==> config.mk <==
export PLATFORM = sky130hd
export DESIGN_NAME = exception_vector_dispatch_flat
export DESIGN_NICKNAME = d
export VERILOG_FILES = /design/src/logic/exc_pkg.sv /design/src/logic/exc_link_if.sv /design/src/logic/exception_vector_dispatch.sv /design/src/flat_wrapper.sv
export SDC_FILE = /design/constraint.sdc
export NUM_CORES = 1
export LEC_CHECK = 0
export BUFFER_PORTS_ARGS = -buffer_cell sky130_fd_sc_hd__buf_2
export CAP_MARGIN = 0
export CORE_MARGIN = 10
export CORE_UTILIZATION = 48
export DETAILED_ROUTE_END_ITERATION = 16
export PLACE_DENSITY = 0.87
export SLEW_MARGIN = 25
export SYNTH_ARGS = -nofsm -noshare
export SYNTH_HDL_FRONTEND = slang
export SYNTH_SLANG_ARGS = --single-unit
==> constraint.sdc <==
create_clock -name ref_clk -period 5.3 [get_ports ref_clk]
set_clock_uncertainty 0.05 [all_clocks]
set_input_delay 0.265 -clock ref_clk [delete_from_list [all_inputs] [get_ports ref_clk]]
set_output_delay 0.265 -clock ref_clk [all_outputs]
set_load 0.1 [all_outputs]
==> src/logic/exc_pkg.sv <==
package exc_pkg;
  // Fixed exception vector numbers.
  localparam logic [7:0] VEC_RESET_PC = 8'h01;
  localparam logic [7:0] VEC_BUS_ERR = 8'h02;
  localparam logic [7:0] VEC_ADDR_ERR = 8'h03;
  localparam logic [7:0] VEC_ILLEGAL = 8'h04;
  localparam logic [7:0] VEC_ZERO_DIV = 8'h05;
  localparam logic [7:0] VEC_BOUNDS = 8'h06;
  localparam logic [7:0] VEC_OVF_TRAP = 8'h07;
  localparam logic [7:0] VEC_PRIV = 8'h08;
  localparam logic [7:0] VEC_TRACE = 8'h09;
  localparam logic [7:0] VEC_EMU_A = 8'h0A;
  localparam logic [7:0] VEC_EMU_F = 8'h0B;
  // Band of vector numbers that must never be dispatched.
  localparam logic [7:0] VEC_UNASSIGNED_FIRST = 8'h0C;
  localparam logic [7:0] VEC_UNASSIGNED_LAST = 8'h17;
  localparam logic [7:0] VEC_SPURIOUS = 8'h18;
  localparam logic [7:0] VEC_AUTO_BASE = 8'h18;
  localparam logic [7:0] VEC_TRAP_BASE = 8'h20;
  localparam logic [7:0] VEC_PERIPH_FIRST = 8'h40;
  localparam logic [7:0] VEC_PERIPH_LAST = 8'h4F;
  localparam logic [7:0] VEC_USER_FIRST = 8'h50;
  // Opcode line patterns for emulation traps.
  localparam logic [3:0] OPLINE_A = 4'hA;
  localparam logic [3:0] OPLINE_F = 4'hF;
  // Boot overlay: low window 0-7 shows ROM at E00000-7.
  localparam logic [23:0] BOOT_ROM_BASE = 24'hE00000;
  localparam logic [23:0] OVERLAY_MASK = 24'hFFFFF8;
  localparam logic [23:0] RESET_PC_ADDR = 24'h000004;
  // Length of the outward reset pulse in processor cycles.
  localparam logic [7:0] RESET_PULSE_CYCLES = 8'h7C;
  // Fault cause codes presented with a fault strobe.
  typedef enum logic [3:0] {
    CAUSE_BUS = 4'h0, CAUSE_ADDR = 4'h1, CAUSE_ILLEGAL = 4'h2, CAUSE_ZDIV = 4'h3,
    CAUSE_BOUNDS = 4'h4, CAUSE_OVF = 4'h5, CAUSE_PRIV = 4'h6, CAUSE_TRACE = 4'h7,
    CAUSE_TRAP = 4'h8
  } cause_type;
endpackage

==> src/logic/exc_link_if.sv <==
`timescale 1ns/1ps
// Memory port plus interrupt and bus-error signalling between the two ends.
interface exc_link_if;
  logic memReq;
  logic [23:0] memAddr;
  logic [31:0] memData;
  logic memAck;
  logic busErr;
  logic [2:0] irqLevel;
  logic iackReq;
  logic [7:0] iackVector;
  logic iackAuto;
  logic iackAck;
  logic sysReset;
  modport cpu (output memReq, memAddr, iackReq, sysReset,
               input memData, memAck, busErr, irqLevel, iackVector, iackAuto, iackAck);
  modport sys (input memReq, memAddr, iackReq, sysReset,
               output memData, memAck, busErr, irqLevel, iackVector, iackAuto, iackAck);
endinterface

==> src/logic/exception_vector_dispatch.sv <==
`timescale 1ns/1ps
module exception_vector_dispatch
  import exc_pkg::*;
(
  // Clock and reset.
  input wire logic ref_clk,
  input wire logic rst_n,
  // Core event inputs, one-cycle strobes.
  input wire logic faultStrobe,
  input wire cause_type faultCause,
  input wire logic [3:0] trapNumber,
  input wire logic [15:0] opcode,
  input wire logic opcodeValid,
  input wire logic accessStrobe,
  input wire logic [23:0] accessAddr,
  input wire logic accessWide,
  input wire logic accessSuper,
  input wire logic userMode,
  input wire logic instrDone,
  input wire logic traceBit,
  input wire logic resetInstr,
  // Results to the core.
  output logic dispatchBusy,
  output logic newPcValid,
  output logic [31:0] newPc,
  output logic [7:0] lastVector,
  // Link to memory and interrupt logic.
  exc_link_if.cpu link
);
  typedef enum logic [5:0] {
    ST_BOOT = 6'b000001, ST_IDLE = 6'b000010, ST_IACK = 6'b000100,
    ST_FETCH = 6'b001000, ST_DONE = 6'b010000, ST_HALT = 6'b100000
  } state_type;

  state_type state_reg;
  logic [7:0] vector_reg;
  logic [31:0] newPc_reg;
  logic newPcValid_reg;
  logic [7:0] pulse_reg;
  logic [2:0] irqSync1_reg, irqSync2_reg, irqSync3_reg, irqLevel_reg;
  logic pendVector;
  logic [7:0] pendVectorNum;
  logic irqPending;

  // Legal vectors avoid the unassigned band so a stray cause can never reach it.
  function automatic logic [7:0] legal_vector(input logic [7:0] v);
    if (v >= VEC_UNASSIGNED_FIRST && v <= VEC_UNASSIGNED_LAST) begin
      legal_vector = VEC_ILLEGAL;
    end else begin
      legal_vector = v;
    end
  endfunction

  // Table location of a vector is four times its number.
  function automatic logic [23:0] table_addr(input logic [7:0] v);
    table_addr = {14'h0000, v, 2'b00};
  endfunction

  // Interrupt level arrives from outside logic and passes three flops, then a register loaded only when the last two agree.
  always_ff @(posedge ref_clk or negedge rst_n) begin
    if (!rst_n) begin
      irqSync1_reg <= 3'h0;
      irqSync2_reg <= 3'h0;
      irqSync3_reg <= 3'h0;
      irqLevel_reg <= 3'h0;
    end else begin
      irqSync1_reg <= link.irqLevel;
      irqSync2_reg <= irqSync1_reg;
      irqSync3_reg <= irqSync2_reg;
      if (irqSync2_reg == irqSync3_reg) begin
        irqLevel_reg <= irqSync3_reg;
      end
    end
  end
  assign irqPending = irqLevel_reg != 3'h0;

  // Classify the highest-priority event this cycle into a vector number.
  always_comb begin
    pendVector = 1'b0;
    pendVectorNum = VEC_ILLEGAL;
    if (link.busErr && state_reg == ST_IDLE) begin
      pendVector = 1'b1;
      pendVectorNum = VEC_BUS_ERR;
    end else if (accessStrobe && accessWide && accessAddr[0]) begin
      pendVector = 1'b1;
      pendVectorNum = VEC_ADDR_ERR;
    end else if (accessStrobe && accessSuper && userMode) begin
      pendVector = 1'b1;
      pendVectorNum = VEC_PRIV;
    end else if (opcodeValid && opcode[15:12] == OPLINE_A) begin
      pendVector = 1'b1;
      pendVectorNum = VEC_EMU_A;
    end else if (opcodeValid && opcode[15:12] == OPLINE_F) begin
      pendVector = 1'b1;
      pendVectorNum = VEC_EMU_F;
    end else if (faultStrobe) begin
      pendVector = 1'b1;
      case (faultCause)
        CAUSE_BUS: pendVectorNum = VEC_BUS_ERR;
        CAUSE_ADDR: pendVectorNum = VEC_ADDR_ERR;
        CAUSE_ILLEGAL: pendVectorNum = VEC_ILLEGAL;
        CAUSE_ZDIV: pendVectorNum = VEC_ZERO_DIV;
        CAUSE_BOUNDS: pendVectorNum = VEC_BOUNDS;
        CAUSE_OVF: pendVectorNum = VEC_OVF_TRAP;
        CAUSE_PRIV: pendVectorNum = VEC_PRIV;
        CAUSE_TRACE: pendVectorNum = VEC_TRACE;
        CAUSE_TRAP: pendVectorNum = VEC_TRAP_BASE + {4'h0, trapNumber};
        default: pendVectorNum = VEC_ILLEGAL;
      endcase
    end else if (instrDone && traceBit) begin
      pendVector = 1'b1;
      pendVectorNum = VEC_TRACE;
    end
  end

  // Dispatch sequencer: boot fetch, acknowledge, handler fetch.
  always_ff @(posedge ref_clk or negedge rst_n) begin
    if (!rst_n) begin
      state_reg <= ST_BOOT;
      vector_reg <= VEC_RESET_PC;
    end else begin
      case (state_reg)
        ST_BOOT: begin
          if (link.memAck) begin
            state_reg <= link.busErr ? ST_HALT : ST_DONE;
          end
        end
        ST_IDLE: begin
          if (pendVector) begin
            vector_reg <= legal_vector(pendVectorNum);
            state_reg <= ST_FETCH;
          end else if (irqPending) begin
            state_reg <= ST_IACK;
          end
        end
        ST_IACK: begin
          if (link.busErr) begin
            vector_reg <= VEC_SPURIOUS;
            state_reg <= ST_FETCH;
          end else if (link.iackAck) begin
            if (link.iackAuto) begin
              vector_reg <= VEC_AUTO_BASE + {5'h00, irqLevel_reg};
            end else begin
              vector_reg <= legal_vector(link.iackVector);
            end
            state_reg <= ST_FETCH;
          end
        end
        ST_FETCH: begin
          // A fault during the handler fetch is fatal, as a double fault.
          if (link.busErr) begin
            state_reg <= ST_HALT;
          end else if (link.memAck) begin
            state_reg <= ST_DONE;
          end
        end
        ST_DONE: state_reg <= ST_IDLE;
        ST_HALT: state_reg <= ST_HALT;
        default: state_reg <= ST_HALT;
      endcase
    end
  end

  // Handler address capture and one-cycle jump strobe.
  always_ff @(posedge ref_clk or negedge rst_n) begin
    if (!rst_n) begin
      newPc_reg <= 32'h00000000;
      newPcValid_reg <= 1'b0;
    end else begin
      newPcValid_reg <= 1'b0;
      if ((state_reg == ST_FETCH || state_reg == ST_BOOT) && link.memAck && !link.busErr) begin
        newPc_reg <= link.memData;
        newPcValid_reg <= 1'b1;
      end
    end
  end

  // Outward reset pulse; the core state above is left alone.
  always_ff @(posedge ref_clk or negedge rst_n) begin
    if (!rst_n) begin
      pulse_reg <= 8'h00;
    end else if (resetInstr && state_reg == ST_IDLE) begin
      pulse_reg <= RESET_PULSE_CYCLES;
    end else if (pulse_reg != 8'h00) begin
      pulse_reg <= pulse_reg - 8'h01;
    end
  end

  assign link.memReq = state_reg == ST_BOOT || state_reg == ST_FETCH;
  assign link.memAddr = state_reg == ST_BOOT ? RESET_PC_ADDR : table_addr(vector_reg);
  assign link.iackReq = state_reg == ST_IACK;
  assign link.sysReset = pulse_reg != 8'h00;
  assign dispatchBusy = state_reg != ST_IDLE;
  assign newPc = newPc_reg;
  assign newPcValid = newPcValid_reg;
  assign lastVector = vector_reg;
endmodule

==> src/flat_wrapper.sv <==
// flat-port wrapper written by rule: the top's interface ports become plain ports
module exception_vector_dispatch_flat import exc_pkg::*;
  (ref_clk, rst_n, faultStrobe, faultCause, trapNumber, opcode, opcodeValid, accessStrobe, accessAddr, accessWide, accessSuper, userMode, instrDone, traceBit, resetInstr, dispatchBusy, newPcValid, newPc, lastVector, link_memReq, link_memAddr, link_iackReq, link_sysReset, link_memData, link_memAck, link_busErr, link_irqLevel, link_iackVector, link_iackAuto, link_iackAck);
  exc_link_if link_i ();
  input wire logic ref_clk;
  input wire logic rst_n;
  input wire logic faultStrobe;
  input wire cause_type faultCause;
  input wire logic [3:0] trapNumber;
  input wire logic [15:0] opcode;
  input wire logic opcodeValid;
  input wire logic accessStrobe;
  input wire logic [23:0] accessAddr;
  input wire logic accessWide;
  input wire logic accessSuper;
  input wire logic userMode;
  input wire logic instrDone;
  input wire logic traceBit;
  input wire logic resetInstr;
  output logic dispatchBusy;
  output logic newPcValid;
  output logic [31:0] newPc;
  output logic [7:0] lastVector;
  output wire logic [$bits(link_i.memReq)-1:0] link_memReq;
  output wire logic [$bits(link_i.memAddr)-1:0] link_memAddr;
  output wire logic [$bits(link_i.iackReq)-1:0] link_iackReq;
  output wire logic [$bits(link_i.sysReset)-1:0] link_sysReset;
  input wire logic [$bits(link_i.memData)-1:0] link_memData;
  input wire logic [$bits(link_i.memAck)-1:0] link_memAck;
  input wire logic [$bits(link_i.busErr)-1:0] link_busErr;
  input wire logic [$bits(link_i.irqLevel)-1:0] link_irqLevel;
  input wire logic [$bits(link_i.iackVector)-1:0] link_iackVector;
  input wire logic [$bits(link_i.iackAuto)-1:0] link_iackAuto;
  input wire logic [$bits(link_i.iackAck)-1:0] link_iackAck;
  assign link_memReq = link_i.memReq;
  assign link_memAddr = link_i.memAddr;
  assign link_iackReq = link_i.iackReq;
  assign link_sysReset = link_i.sysReset;
  assign link_i.memData = link_memData;
  assign link_i.memAck = link_memAck;
  assign link_i.busErr = link_busErr;
  assign link_i.irqLevel = link_irqLevel;
  assign link_i.iackVector = link_iackVector;
  assign link_i.iackAuto = link_iackAuto;
  assign link_i.iackAck = link_iackAck;
  exception_vector_dispatch u_core (.ref_clk(ref_clk), .rst_n(rst_n), .faultStrobe(faultStrobe), .faultCause(faultCause), .trapNumber(trapNumber), .opcode(opcode), .opcodeValid(opcodeValid), .accessStrobe(accessStrobe), .accessAddr(accessAddr), .accessWide(accessWide), .accessSuper(accessSuper), .userMode(userMode), .instrDone(instrDone), .traceBit(traceBit), .resetInstr(resetInstr), .dispatchBusy(dispatchBusy), .newPcValid(newPcValid), .newPc(newPc), .lastVector(lastVector), .link(link_i));
endmodule
# Yosys cells after proc, flatten, opt, wreduce, memory -nomap -nowiden
# Cells that the tools add are included.
[word_totals]
ff_bits = 67
inputBits = 106
output_inout_bits = 69
[op_classes]
n_lt_le_gt_ge = 4
add_sub_neg = 3
reduce_logical = 22
mux = 35
n_eq_ne = 21
[ops]
columns = ["operator", "n"]
rows = [
  ["$mux W8", 14],
  ["$pmux W8 S8", 1],
  ["$mux W6", 8],
  ["$pmux W6 S5", 1],
  ["$eq A4 B3 Y1 const B", 4],
  ["$ge A8 B4 Y1 const B", 2],
  ["$le A8 B5 Y1 const B", 2],
  ["$pmux W8 S2", 1],
  ["$logic_and A1 B1 Y1", 13],
  ["$eq A4 B4 Y1 const B", 3],
  ["$mux W10", 1],
  ["$mux W1", 8],
  ["$reduce_bool A8 Y1", 1],
  ["$sub A8 B1 Y8 const B", 1],
  ["$add A6 B4 Y7 const A", 1],
  ["$add A5 B3 Y6 const A", 1],
  ["$eq A6 B1 Y1 const B", 1],
  ["$eq A6 B2 Y1 const B", 1],
  ["$eq A6 B3 Y1 const B", 1],
  ["$eq A6 B4 Y1 const B", 1],
  ["$eq A6 B5 Y1 const B", 1],
  ["$ne A3 B1 Y1 const B", 2],
  ["$ne A6 B2 Y1 const B", 1],
  ["$eq A4 B1 Y1 const B", 1],
  ["other kinds (13)", 14],
]

# Longest topological paths before layout
[depth]
word_depth = 13
depth_mapped = 8
ltp_nobuf = 7

# Least setup slack after synthesis
# Ideal clock, no wire load.
[synth_path]
kind = "register to register"
startpoint = "reg u_core.state_reg[3]"
endpoint = "reg u_core.vector_reg[2] (netlist: u_core.lastVector[2])"
synth_period_minus_slack_ps = 2260
setup_ps = 126
t_arrival_ps = 2084
slack_ps = 3040
stages_incl_launch_ff = 7
path_cell_list = "dfrtp_1 nor4_4 nand2_2 inv_1 nor3_1 a31oi_1 a21oi_1"
[synth_between]
elab_cells_between_ends = 15
[synth_lines]
columns = ["item", "line", "rtl"]
rows = [
  ["start, declared", "exception_vector_dispatch.sv:35", "state_type state_reg;"],
  ["start signal, assigned", "exception_vector_dispatch.sv:125", "state_reg <= link.busErr ? ST_HALT : ST_DONE;"],
  ["$eq A6 B3 Y1 *", "n/a", ""],
  ["named net link_iackReq", "flat_wrapper.sv:26", "output wire logic [$bits(link_i.iackReq)-1:0] link_iackReq;"],
  ["$ne A3 B1 Y1 (no source line) or $reduce_bool A2 Y1 (tied branches)", "n/a", ""],
  ["$reduce_and A3 Y1 (no source line)", "n/a", ""],
  ["end signal, assigned", "exception_vector_dispatch.sv:130", "vector_reg <= legal_vector(pendVectorNum);"],
  ["end signal, assigned", "exception_vector_dispatch.sv:142", "vector_reg <= VEC_AUTO_BASE + {5'h00, irqLevel_reg};"],
  ["end signal, assigned", "exception_vector_dispatch.sv:144", "vector_reg <= legal_vector(link.iackVector);"],
  ["end, declared", "exception_vector_dispatch.sv:36", "logic [7:0] vector_reg;"],
]
# The timed path passes the listed nets; every way through them passes the cells marked *. The select of a mux whose other input is x is not followed.
# A chain may end at the register's enable or synchronous reset.

# Worst setup path in the final report
[layout_path]
startpoint = "reg u_core.pulse_reg[0]"
endpoint = "out link_sysReset"
[layout_between]
elab_chain_cells = 1
[layout_rtl]
columns = ["item", "line", "rtl"]
rows = [
  ["start, declared", "exception_vector_dispatch.sv:39", "logic [7:0] pulse_reg;"],
  ["start signal, assigned", "exception_vector_dispatch.sv:185", "pulse_reg <= pulse_reg - 8'h01;"],
  ["$reduce_bool A8 Y1", "exception_vector_dispatch.sv:192", "assign link.sysReset = pulse_reg != 8'h00;"],
  ["end, declared", "flat_wrapper.sv:27", "output wire logic [$bits(link_i.sysReset)-1:0] link_sysReset;"],
]
# Every way passes these cells.

==> run summary <==
For this run, the post-layout net count is 525. Combinational logic burns 27.4% of the power. Setup slack on the worst reg-to-reg path comes out at 3.06 ns.

The required time reported for the critical path endpoint was 4.99 ns; the share of flip-flops with an asynchronous set or reset was 100%. The logs give 2.44 ns for the data arrival time of the critical path and 8280 microns for the total wirelength of the detailed-routed design. Net switching is 37.5% of the power. The effective utilization at floorplan was 50.1%. The height of the chip works out to 102 microns.

Clock latency on the worst-skew pair, taken at its later pin, is 0.33 ns. The sequential group share of total power was 41.0%; the half-perimeter wire length after placement was 6500 microns. The tools report the initial antenna violation count as 0. The filler cells instantiated in the layout total 521. At the pin with the least slew margin, the transition time is 0.834 ns.

Setup violations remaining at the end of the flow were counted as 0. Synthesis produced 288 cells. Sorting the synthesized cells by area gives the leading types as sky130_fd_sc_hd__dfrtp_1 (50%), sky130_fd_sc_hd__mux2_2 (11%), sky130_fd_sc_hd__buf_4 (3.7%). The time the worst path needs with I/O delays and setup works out to 2.75 ns.

The tools report the tightest slew margin relative to the limit as 44.4%. Clock-pin slew was measured on the worst setup and hold paths at 0.07 ns. Entering global routing, the biggest net connects 68 pins.

TritonCTS built the clock tree. The reported net switching power was 553 uW. Summing the sequential cell areas from Yosys gives 51.9% of the chip area. The number of buffers created by CTS was 9.

Summed over all instances, the cell type with the most area after synthesis is sky130_fd_sc_hd__dfrtp_1. In this run the biggest area consumer among cell types represents 50.3% of the synthesized area. The first routing iteration left 84 violations. The count of max-cap constraint violations was 0; the number of levels the H-tree was split into was 3.

Summing all flip-flop and latch instances after layout gives 0.00168 sq mm. Across the VDD grid, the largest voltage drop is 0.225 mV. The first detailed-routing pass took 4 iterations. Final non-filler cell total: 500. Compared with the post-synthesis result, the final layout area differs by 27.0%.

The tools report the all-layer global routing usage as 15.6%. The synthesis-stage register bit count came out at 67. The run gives 0 as the total setup buffers inserted after CTS.

The path class of the tightest hold or removal check is input port to flip-flop. For the number of unique standard cell types used by synthesis, the log shows 62. The kind of capture point of the worst setup path was an output port.

Static timing analysis puts the maximum clock frequency at 0.363 GHz. Count of flip-flops with a built-in enable after synthesis: 0. The routed length per placed instance was 16.6 microns. The area of the multi-input gates is 0.00140 sq mm, and the core area is 0.00646 sq mm.

The congestion estimate from routability-driven global placement came to 0.837. The number of pins exceeding their max-slew limit in the final report is 0, and the count of standard-cell rows is 29. Vias per cell: 5.28.

In this run the deepest clock path goes through 2 buffers. For the antenna diode count, the log shows 0. In this run the critical register-to-register path is captured at u_core.pulse_reg[5]$_DFFE_PN0P_. The die covers 0.0104 sq mm.

The worst min-delay path startpoint was link_memAck. The clock root buffer was sky130_fd_sc_hd__clkbuf_8. The number of cells on the worst reg-to-reg path is 7. Share of the cycle needed by the critical path after routing: 52.0%. Summed over all cells, the static leakage comes to 0.00217 uW. The synthesized netlist occupies a cell area of 0.00324 sq mm.

The worst hold path terminates at u_core.state_reg[0]$_DFFE_PN1P_. The run finished with clean final reports. The worst hold path passes through 2 cells.

The total number of clock tree sinks was 67. For the internal power of the cells, the log shows 923 uW. The logs give 2796 for the via count of the first global-routing pass and 0 for the total number of yosys warnings. Final count of hold timing violations: 0.

The count of nets left with antenna violations after detail routing is 0. The worst setup path is launched from a flip-flop. The sum of negative setup slack came out at 0 ns.

Among all flip-flop cells after synthesis, the most frequent one is sky130_fd_sc_hd__dfrtp_1. Launch point of the worst reg-to-reg path: u_core.pulse_reg[0]$_DFFE_PN0P_. 175 I/O pins were placed.

The number of flip-flops under the largest register name was 32; the die width was 102 microns. Setup repair after global routing left no endpoint under its margin. Per report_power, the clock group accounts for 31.6% of the total. In this run the power density over the cells is 359 mW/mm^2. The final route contains 2638 vias. The quantity of I/O buffers inserted on ports works out to 123.

The number of instances resized during post-cts repair was 0. Cells with a size suffix above 1 make up 44.0% of the layout. The first global-routing pass estimated 13000 microns of wire.

A synthesized cell averages 11.2 sq um. The global route total overflow is 0, and the worst-path maximum fanout is 8. The run gives 481 as the total placed cells including tap cells. The critical path is of the flip-flop to output port type. For this run, design rule violations remaining after detail routing come to 0.
-- synthesized netlist by cell type, types with 3 or more instances --
master                     count
sky130_fd_sc_hd__mux2_2       31
sky130_fd_sc_hd__nor2_1       17
sky130_fd_sc_hd__o21ai_0       8
sky130_fd_sc_hd__buf_2         4
sky130_fd_sc_hd__nand3_1       5
sky130_fd_sc_hd__dfrtp_1      65
sky130_fd_sc_hd__a31oi_1       5
sky130_fd_sc_hd__clkbuf_1      3
sky130_fd_sc_hd__inv_1        15
sky130_fd_sc_hd__a211o_1       3
sky130_fd_sc_hd__and3_1        4
sky130_fd_sc_hd__xor2_1        5
sky130_fd_sc_hd__nand3b_1      3
sky130_fd_sc_hd__nand2b_1      4
sky130_fd_sc_hd__o31ai_1       3
sky130_fd_sc_hd__nor3_1        6
sky130_fd_sc_hd__nand2_1      17
sky130_fd_sc_hd__xnor2_1       3
sky130_fd_sc_hd__buf_4        16
sky130_fd_sc_hd__and2_1        7
sky130_fd_sc_hd__a21oi_1      10
sky130_fd_sc_hd__o21a_1        4
sky130_fd_sc_hd__or3b_2        3
-- cells in the final DEF (no fill, tap or decap), drive strengths merged, types with 6 or more instances in the layout --
cell	n
o21ai	8
nand2	18
conb	16
mux2	33
nand3	6
nor3	6
dfrtp	65
nor2	17
inv	17
a21oi	10
and2	7
clkbuf	9
buf	125
-- critical path, cell delays in order (launching register included) --
cell	delay [ns]
sky130_fd_sc_hd__dfrtp_1	0.41
sky130_fd_sc_hd__inv_1	0.07
sky130_fd_sc_hd__ha_1	0.18
sky130_fd_sc_hd__or3b_1	0.40
sky130_fd_sc_hd__or4b_1	0.67
sky130_fd_sc_hd__buf_2	0.37
-- power by group through the flow --
stage / clock [uW] / combinational [uW] / sequential [uW]
2_1_floorplan: 0 / 190 / 744
3_3_place_gp: 0 / 395 / 610
3_5_place_dp: 0 / 403 / 615
4_1_cts: 481 / 406 / 606
5_1_grt: 503 / 429 / 614
6_report: 467 / 404 / 604
-- cells by family (layout without fill, tap and decap cells) --
family	count (synthesis)	after routing	share of synthesized area (%)
AO/OA/AOI/OAI	53	53	11.6
XOR/XNOR	8	8	2.16
adder cells (fa/ha/maj)	1	1	0.386
buffers and inverters	39	159	6.76
flip-flops	67	67	51.9
multiplexers	33	33	11.5
other	1	16	0.116
AND/OR/NAND/NOR	86	86	15.6
-- cell type report --
| class | instances | share of cell area, % |
|---|---|---|
| Sequential cell | 67 | 40.9 |
| Multi-Input combinational cell | 197 | 33.9 |
| Timing Repair Buffer | 128 | 16.1 |
| Clock buffer | 9 | 3.01 |
| Clock inverter | 7 | 2.40 |
| Tap cell | 77 | 2.34 |
| Inverter | 15 | 1.37 |
-- worst max path at each step --
| stage | slack [ns] | endpoint | from |
|---|---|---|---|
| 2_1_floorplan | 3.04 | u_core.lastVector[2]$_DFFE_PN0P_ | u_core.state_reg[3]$_DFFE_PN0P_ |
| 6_report | 2.55 | link_sysReset | u_core.pulse_reg[0]$_DFFE_PN0P_ |
| 3_3_place_gp | 2.95 | link_sysReset | u_core.pulse_reg[0]$_DFFE_PN0P_ |
| 5_1_grt | 2.41 | link_sysReset | u_core.pulse_reg[0]$_DFFE_PN0P_ |
| 4_1_cts | 2.53 | link_sysReset | u_core.pulse_reg[0]$_DFFE_PN0P_ |
| 3_5_place_dp | 2.91 | link_sysReset | u_core.pulse_reg[0]$_DFFE_PN0P_ |
-- per-stage QoR --
stage               hold slack [ns]  setup WS, ns  utilization, %  total power (uW)  instance area, sq um
finish                       0.0262          2.55            63.6              1480                  4110
global route                 0.0111          2.41            63.6              1550                  4110
CTS                         0.00500          2.53            63.6              1490                  4110
detailed placement            0.287          2.91            59.7              1020                  3860
global placement              0.282          2.95            59.7              1000                  3860
floorplan                   -0.0806          3.04               -               933                  3290
-- repair_timing --
| item | in CTS | in global routing |
|---|---|---|
| endpoints found under the hold margin | 3 | 0 |
| endpoints found under the setup margin | 0 | 0 |
| hold buffers | 3 | 0 |
-- metal layers --
metal | vias to the layer above | track usage (%) | share of wire (%)
li1 | 1256 | - | -
met4 | 0 | 4.56 | 0.76
met3 | 7 | 7.09 | 11
met1 | 1256 | 16.8 | 37
met5 | - | 0 | 0
met2 | 119 | 27.2 | 51
Power figures use the tool's default switching activity.
